===== config.mk =====
export PLATFORM = sky130hd
export DESIGN_NAME = tfv_voter
export DESIGN_NICKNAME = d
export VERILOG_FILES = /design/src/design/tfv_pkg.sv /design/src/design/tfv_vote_cell.sv /design/src/design/tfv_voter.sv
export SDC_FILE = /design/constraint.sdc
export NUM_CORES = 1
export LEC_CHECK = 0
export ABC_CLOCK_PERIOD_IN_PS = 8980
export BUFFER_PORTS_ARGS = -buffer_cell sky130_fd_sc_hd__buf_2
export CORE_MARGIN = 1.5
export CORE_UTILIZATION = 35
export DETAILED_ROUTE_END_ITERATION = 6
export GPL_TIMING_DRIVEN = 1
export HOLD_SLACK_MARGIN = 0.08
export PLACE_DENSITY = 0.65
export SLEW_MARGIN = 20
export SYNTH_ARGS = -nofsm -noshare
export SYNTH_HDL_FRONTEND = slang
export SYNTH_SLANG_ARGS = --single-unit

===== constraint.sdc =====
create_clock -name clk -period 8.98 [get_ports clk]
set_clock_uncertainty 0.2 [all_clocks]
set_input_delay 0.898 -clock clk [delete_from_list [all_inputs] [get_ports clk]]
set_output_delay 0.898 -clock clk [all_outputs]
set_load 0.03 [all_outputs]

===== src/design/tfv_pkg.sv =====
// Constants, types and helpers shared by the two-of-four trip voter
// Behaviour
// RULE_01: Each voter channel trips only when two or more of the four measurement channels present a trip.
// RULE_02: Each voter channel drives redundant trip outputs, each one feeding its own interface relay.
// RULE_03: At most one measurement channel may be bypassed at a time and voter channels cannot be bypassed.
// RULE_04: A single unbypassed channel trip gives a half-trip in all four voters and no trip to either trip system.
// RULE_05: Trips from two unbypassed channels give a full trip in all four voters, two trip inputs per trip system.
// RULE_06: The oscillation trip is enabled only while power is above 30 percent and flow below 60 percent.
// RULE_07: The average power trip has no automatic bypass and always reaches the vote. The code masks it out of the vote while its channel is bypassed.
// RULE_08: The average power threshold drops to the setdown value whenever the mode selector is not in run.
// RULE_09: The oscillation upscale trip is merged with the channel inoperative flag into one oscillation vote input.
// RULE_10: A bypassed channel's trip and inoperative flags add nothing to any vote while the bypass stands.
// RULE_11: The oscillation enable is re-evaluated every cycle so leaving the zone removes its vote at once.
package tfv_pkg;

  localparam int NUM_CHAN = 4;
  localparam int NUM_VOTER = 4;
  localparam int OUT_PER_VOTER = 2;
  localparam logic [2:0] VOTE_FULL_MIN = 3'h2;
  localparam logic [2:0] VOTE_HALF = 3'h1;

  // Zone limits and thresholds in percent of rated
  localparam logic [7:0] OSC_POWER_MIN = 8'h1e;
  localparam logic [7:0] OSC_FLOW_MAX = 8'h3c;
  localparam logic [7:0] STP_RUN_RST = 8'h72;
  localparam logic [7:0] STP_SETDOWN_RST = 8'h0f;

  // Register offsets
  localparam logic [7:0] REG_CTRL = 8'h00;
  localparam logic [7:0] REG_STP_RUN = 8'h04;
  localparam logic [7:0] REG_STP_SETDOWN = 8'h08;
  localparam logic [7:0] REG_STATE = 8'h0c;
  localparam logic [7:0] REG_IRQ_STAT = 8'h10;
  localparam logic [7:0] REG_IRQ_MASK = 8'h14;

  // Field positions
  localparam int CTRL_BYP_EN_BIT = 0;
  localparam int CTRL_BYP_IDX_LSB = 1;
  localparam int IRQ_HALF_BIT = 0;
  localparam int IRQ_FULL_BIT = 1;
  localparam int IRQ_ZONE_BIT = 2;
  localparam logic [2:0] IRQ_MASK_RST = 3'h0;

  // One measurement channel as seen at the pins
  typedef struct packed {
    logic oscUpscale;
    logic avgInop;
    logic [7:0] powerPct;
    logic [7:0] flowPct;
  } tfv_chan_in_t;

  // Number of set bits in a four-channel vote
  function automatic logic [2:0] tripCount(input logic [3:0] v);
    tripCount = {2'h0, v[0]} + {2'h0, v[1]} + {2'h0, v[2]} + {2'h0, v[3]};
  endfunction : tripCount

  // Power and flow inside the oscillation enable zone
  function automatic logic zoneOk(input tfv_chan_in_t c);
    zoneOk = (c.powerPct > OSC_POWER_MIN) && (c.flowPct < OSC_FLOW_MAX);
  endfunction : zoneOk

endpackage : tfv_pkg


===== src/design/tfv_vote_cell.sv =====
// One voter channel: two-of-four vote with redundant registered outputs
module tfv_vote_cell #(
  parameter int NUM_OUT = tfv_pkg::OUT_PER_VOTER
) (
  input wire logic clk,
  input wire logic sys_rst,
  input wire logic [3:0] voteIn,
  output logic [NUM_OUT-1:0] tripOut,
  output logic halfTrip
);

  typedef struct packed {
    logic [NUM_OUT-1:0] trip;
    logic half;
  } tfv_cell_state_t;

  tfv_cell_state_t state_q;
  tfv_cell_state_t state_d;
  logic [2:0] count;

  // Count votes; the cell has no bypass input of its own
  always_comb begin
    count = tfv_pkg::tripCount(voteIn);
    state_d.trip = {NUM_OUT{count >= tfv_pkg::VOTE_FULL_MIN}}; // RULE_01 RULE_05
    state_d.half = (count == tfv_pkg::VOTE_HALF); // RULE_04
  end

  // Every output has its own flip-flop so each relay driver stands alone
  always_ff @(posedge clk or posedge sys_rst) begin
    if (sys_rst) begin
      state_q <= '0;
    end else begin
      state_q <= state_d; // RULE_02
    end
  end

  assign tripOut = state_q.trip;
  assign halfTrip = state_q.half;
endmodule : tfv_vote_cell


===== src/design/tfv_voter.sv =====
// Trip voter top: input sync, trip functions, bypass, four voters, registers
//
// The register addresses and the address-and-strobe port are this design's own decisions.
module tfv_voter #(
  parameter int NUM_OUT = tfv_pkg::OUT_PER_VOTER
) (
  input wire logic clk,
  input wire logic sys_rst,
  input wire tfv_pkg::tfv_chan_in_t [3:0] chanIn,
  input wire logic modeRunPin,
  input wire logic [7:0] busAddr,
  input wire logic [31:0] busWrData,
  input wire logic busWrStb,
  input wire logic busRdStb,
  output logic [31:0] busRdData,
  output logic [3:0][NUM_OUT-1:0] ptsTrip,
  output logic [3:0] halfTripInd,
  output logic irq
);

  typedef struct packed {
    tfv_pkg::tfv_chan_in_t [3:0] chanMeta;
    tfv_pkg::tfv_chan_in_t [3:0] chan;
    logic modeMeta;
    logic modeRun;
    logic [3:0] avgTrip;
    logic [3:0] oscEn;
    logic [3:0] voteIn;
    logic bypassEn;
    logic [1:0] bypassIdx;
    logic [7:0] stpRun;
    logic [7:0] stpSetdown;
    logic [2:0] irqStat;
    logic [2:0] irqMask;
    logic halfPrev;
    logic fullPrev;
    logic zonePrev;
    logic [31:0] rdData;
  } tfv_state_t;

  tfv_state_t state_q;
  tfv_state_t state_d;
  logic [3:0] oscVote;
  logic [3:0] bypMask;
  logic [7:0] stpSel;
  logic [2:0] voteCount;
  logic [2:0] events;
  logic [2:0] irqClr;
  logic [31:0] rdMux;
  logic [3:0][NUM_OUT-1:0] cellTrip;
  logic [3:0] cellHalf;

  // Threshold follows the synchronised mode selector
  assign stpSel = state_q.modeRun ? state_q.stpRun : state_q.stpSetdown; // RULE_08

  // One-hot mask of the single bypassed channel, if any
  assign bypMask = state_q.bypassEn ? (4'h1 << state_q.bypassIdx) : 4'h0; // RULE_03

  // Present vote count and interrupt events from its transitions and from changes of the zone enable
  assign voteCount = tfv_pkg::tripCount(state_q.voteIn);
  assign events[tfv_pkg::IRQ_HALF_BIT] = (voteCount == tfv_pkg::VOTE_HALF) && !state_q.halfPrev;
  assign events[tfv_pkg::IRQ_FULL_BIT] = (voteCount >= tfv_pkg::VOTE_FULL_MIN) && !state_q.fullPrev;
  assign events[tfv_pkg::IRQ_ZONE_BIT] = (|state_q.oscEn) != state_q.zonePrev;

  // Reading the status register clears it
  assign irqClr = (busRdStb && busAddr == tfv_pkg::REG_IRQ_STAT) ? 3'h7 : 3'h0;

  // Read multiplexer; unmapped offsets read zero
  always_comb begin
    rdMux = 32'h0;
    case (busAddr)
      tfv_pkg::REG_CTRL: begin
        rdMux[tfv_pkg::CTRL_BYP_EN_BIT] = state_q.bypassEn;
        rdMux[tfv_pkg::CTRL_BYP_IDX_LSB +: 2] = state_q.bypassIdx;
      end
      tfv_pkg::REG_STP_RUN: begin
        rdMux[7:0] = state_q.stpRun;
      end
      tfv_pkg::REG_STP_SETDOWN: begin
        rdMux[7:0] = state_q.stpSetdown;
      end
      tfv_pkg::REG_STATE: begin
        rdMux[3:0] = state_q.voteIn;
        rdMux[7:4] = state_q.avgTrip;
        rdMux[11:8] = state_q.oscEn;
        rdMux[15:12] = halfTripInd;
        rdMux[16] = |cellTrip;
        rdMux[17] = state_q.modeRun;
      end
      tfv_pkg::REG_IRQ_STAT: begin
        rdMux[2:0] = state_q.irqStat;
      end
      tfv_pkg::REG_IRQ_MASK: begin
        rdMux[2:0] = state_q.irqMask;
      end
      default: begin
        rdMux = 32'h0;
      end
    endcase
  end

  // Next state: sync stages, trip functions, vote inputs, registers
  always_comb begin
    state_d = state_q;
    // Channel and mode pins pass two flip-flops before any logic; bus pins feed the logic directly
    state_d.chanMeta = chanIn;
    state_d.chan = state_q.chanMeta;
    state_d.modeMeta = modeRunPin;
    state_d.modeRun = state_q.modeMeta;
    for (int k = 0; k < 4; k++) begin
      // Average power trip has no automatic bypass path
      state_d.avgTrip[k] = state_q.chan[k].powerPct >= stpSel; // RULE_07
      // Zone checked every cycle, no latching
      state_d.oscEn[k] = tfv_pkg::zoneOk(state_q.chan[k]); // RULE_06 RULE_11
    end
    // Oscillation vote input merges upscale trip and inoperative flag
    for (int k = 0; k < 4; k++) begin
      oscVote[k] = (state_q.oscEn[k] && state_q.chan[k].oscUpscale) || state_q.chan[k].avgInop; // RULE_09
    end
    // Bypassed channel removed from every voter
    state_d.voteIn = (state_q.avgTrip | oscVote) & ~bypMask; // RULE_10
    state_d.halfPrev = (voteCount == tfv_pkg::VOTE_HALF);
    state_d.fullPrev = (voteCount >= tfv_pkg::VOTE_FULL_MIN);
    state_d.zonePrev = |state_q.oscEn;
    // Set wins over clear-on-read
    state_d.irqStat = (state_q.irqStat & ~irqClr) | events;
    state_d.rdData = busRdStb ? rdMux : 32'h0;
    if (busWrStb) begin
      case (busAddr)
        tfv_pkg::REG_CTRL: begin
          // A single index field means only one channel can ever be bypassed
          state_d.bypassEn = busWrData[tfv_pkg::CTRL_BYP_EN_BIT]; // RULE_03
          state_d.bypassIdx = busWrData[tfv_pkg::CTRL_BYP_IDX_LSB +: 2];
        end
        tfv_pkg::REG_STP_RUN: begin
          state_d.stpRun = busWrData[7:0];
        end
        tfv_pkg::REG_STP_SETDOWN: begin
          state_d.stpSetdown = busWrData[7:0];
        end
        tfv_pkg::REG_IRQ_MASK: begin
          state_d.irqMask = busWrData[2:0];
        end
        default: begin
          state_d.irqMask = state_q.irqMask;
        end
      endcase
    end
  end

  // State register
  always_ff @(posedge clk or posedge sys_rst) begin
    if (sys_rst) begin
      state_q <= '0;
      state_q.stpRun <= tfv_pkg::STP_RUN_RST;
      state_q.stpSetdown <= tfv_pkg::STP_SETDOWN_RST;
      state_q.irqMask <= tfv_pkg::IRQ_MASK_RST;
    end else begin
      state_q <= state_d;
    end
  end

  // Four identical voters, none with a bypass input
  for (genvar v = 0; v < 4; v++) begin : gVoter
    tfv_vote_cell #(
      .NUM_OUT(NUM_OUT)
    ) uCell (
      .clk(clk),
      .sys_rst(sys_rst),
      .voteIn(state_q.voteIn),
      .tripOut(cellTrip[v]),
      .halfTrip(cellHalf[v])
    ); // RULE_03
  end

  assign ptsTrip = cellTrip; // RULE_02
  assign halfTripInd = cellHalf;
  assign busRdData = state_q.rdData;
  assign irq = |(state_q.irqStat & state_q.irqMask);
endmodule : tfv_voter


==> impl_metrics.json <==
{
  "ys_ff_latch": 185,
  "route.met3.wl_um": 650,
  "route.layer.met1.wl_um": 5250,
  "drc": 0,
  "hold_path_class": "flop to flop",
  "combPwrFrac": 0.070,
  "wl_um": 12300,
  "async_flop_share": 1.00,
  "worstSetupStartpoint": "busAddr[1]",
  "peakVddDrop_v": 0.000137,
  "num_vias": 3632,
  "placed_cell_area_um2": 7370,
  "rsz0062_at_grt": "no",
  "pwr-share-clk": 0.420,
  "yosys_warnings": 0,
  "drive_above_1_share": 0.351,
  "clk_pin_slew_ns": 0.07,
  "cts_tree": "built",
  "yosysSeqAreaShare": 0.686,
  "end_kind": "flop",
  "grt_overflow": 0,
  "fmax_mhz": 348,
  "track_usage": 0.132,
  "max_slew_margin": 0.421,
  "r2r-start": "state_q[72]",
  "num_rows": 50,
  "viasPerCell": 4.45,
  "period_share": 0.320,
  "postCtsSetupBuffers": 0,
  "max_slew.worst_pin.slew_ns": 0.868,
  "fillers": 1693,
  "ioPinCount": 162,
  "seq_area_um2": 4640,
  "drt-initial-drc-count": 138,
  "final_area_um2": 7990,
  "reg2regPathDepth": 6,
  "syn_to_final_growth_pct": 18.2,
  "avgSynthCellArea_um2": 15.2,
  "cts_root_buf": "clkbuf_16",
  "first_pass_iters": 4,
  "cap_violations": 0,
  "hold-path-cell-count": 0,
  "path_max_fanout": 8,
  "fin_setup_tns_ns": 0,
  "clock-sinks": 185,
  "r2r_end": "state_q[70]",
  "chipHeight_um": 142,
  "antenna_cells": 0,
  "p_sw_frac": 0.246,
  "p_int_w": 0.00132,
  "dp_hpwl_um": 8860,
  "layout_common_cells": "dfrtp_1 (177), buf_2 (115), ha_1 (35)",
  "fp.dieW_um": 142,
  "maxSlewViolCount": 0,
  "ant_nets": 0,
  "crit_required_ns": 9.08,
  "numCtsBuffers": 17,
  "pwr-share-seq": 0.510,
  "antenna_found_initial": 0,
  "nNetsFinal": 696,
  "clk_latency_ns": 0.43,
  "r2r_slack_ns": 6.36,
  "wl_met2_um": 6140,
  "maxUsedRoutingLayer": "met4",
  "min_from": "state_d[90]",
  "status": "completed",
  "crit_type": "input port to flop",
  "arrival_ns": 2.98,
  "fin_crit_ns": 2.88,
  "setup_viol": 0,
  "cts_hold_buf": 0,
  "htreeDepth": 4,
  "synth_edf_count": 0,
  "postSynthCellCount": 445,
  "synth_cell_types": 48,
  "finalHoldViolCount": 0,
  "synth_ff_type": "dfrtp_1",
  "mostFrequentLayoutCell": "dfrtp_1",
  "power.density_nw_per_um2": 219,
  "dieArea_um2": 20200,
  "p_leak_nw": 3.80,
  "syn-cell-area_um2": 6770,
  "p_switching_w": 0.000432,
  "routedWlPerCell_um": 15.1,
  "place_congestion": 0.768,
  "portBuffers": 115,
  "startpoint_type": "input port",
  "start_util": 0.359,
  "post_cts_resized": 0,
  "cts_max_path_buffers": 2,
  "min_to": "state_q[90]",
  "grt_first_pass_wirelength_um": 20000,
  "multi_input_area_um2": 1760,
  "first_global_vias": 3871,
  "grt_max_degree": 106,
  "core-area_um2": 18800
}
[critical path, stage by stage]
cell and delay (ns):
buf_2 0.10, or4_4 0.54, or4b_4 0.58, nor3b_4 0.47, mux2_2 0.40
[state kept, by name, summed over array words and instances, names as in the netlist]
| register | flops |
|---|---|
| state_q | 104 |
| state_d | 65 |
| busRdData | 15 |
| gVoter.uCell.halfTrip | 1 |
[worst max path at each step]
stage / end / slack [ns] / cells past startpoint
detailed placement: state_q[56] / 5.68 / 5
global placement: state_q[56] / 5.71 / 5
CTS: state_q[56] / 6.13 / 5
floorplan: busRdData[0] / 2.87 / 1
global route: state_q[56] / 6.09 / 5
finish: state_q[56] / 6.10 / 5
[final cells by class]
| cell class | count | share of cell area |
|---|---|---|
| Multi-Input combinational cell | 207 | 0.220 |
| Timing Repair Buffer | 117 | 0.0754 |
| Clock buffer | 18 | 0.0537 |
| Sequential cell | 185 | 0.580 |
| Tap cell | 260 | 0.0407 |
| Clock inverter | 14 | 0.0222 |
| Inverter | 15 | 0.00767 |
[cells in the mapped netlist (2+ instances only)]
cell type | instances | area [um2]
ha_1 | 35 | 438
mux2_2 | 29 | 327
or4b_4 | 2 | 27.5
and2_1 | 7 | 43.8
buf_4 | 45 | 338
dfstp_2 | 8 | 210
a31oi_1 | 5 | 31.3
nand2_1 | 4 | 15.0
and4_1 | 6 | 52.6
a2111oi_0 | 3 | 26.3
nand3_1 | 6 | 30.0
nor4_1 | 3 | 18.8
mux2i_1 | 11 | 110
a21oi_1 | 9 | 45.0
nand2b_1 | 4 | 25.0
inv_1 | 15 | 56.3
nor2b_1 | 2 | 12.5
o31ai_1 | 4 | 30.0
dfrtp_1 | 177 | 4430
nand4_1 | 2 | 12.5
a211oi_1 | 8 | 60.1
a21o_1 | 9 | 67.6
clkbuf_1 | 6 | 22.5
a22oi_1 | 6 | 45.0
nor2_1 | 13 | 48.8
nor3_1 | 4 | 20.0
[metal layers]
layer | track usage | vias to the layer above
li1 | - | 1699
met1 | 0.166 | 1791
met2 | 0.215 | 128
met3 | 0.0350 | 14
met4 | 0.0581 | 0
met5 | 0 | -
[power groups by stage]
stage / Clock, W / Combinational, W / Sequential (W)
after floorplan: 0 / 0.0000906 / 0.000903
after global placement: 0 / 0.000117 / 0.000910
after detailed placement: 0 / 0.000122 / 0.000912
after CTS: 0.000755 / 0.000123 / 0.000896
after global routing: 0.000796 / 0.000138 / 0.000900
final: 0.000737 / 0.000122 / 0.000895
[cell families after synthesis]
family,count (synthesis),share of synthesized area
other,1,0.000554
multiplexers,41,0.0679
AND/OR/NAND/NOR,63,0.0603
XOR/XNOR,1,0.00129
flip-flops,185,0.686
adder cells (fa/ha/maj),36,0.0677
AO/OA/AOI/OAI,52,0.0549
buffers and inverters,66,0.0616
[stage by stage]
step                      std cells  power, W  setup WS [ns]  utilization  hold slack (ns)
after floorplan                 458  0.000993           2.87            -            0.131
after global placement          783   0.00103           5.71        0.391            0.135
after detailed placement        783   0.00103           5.68        0.391            0.135
after CTS                       815   0.00177           6.13        0.423            0.151
after global routing            816   0.00183           6.09        0.425            0.156
final                           816   0.00175           6.10        0.425            0.149
(Power assumes the default switching activity.)
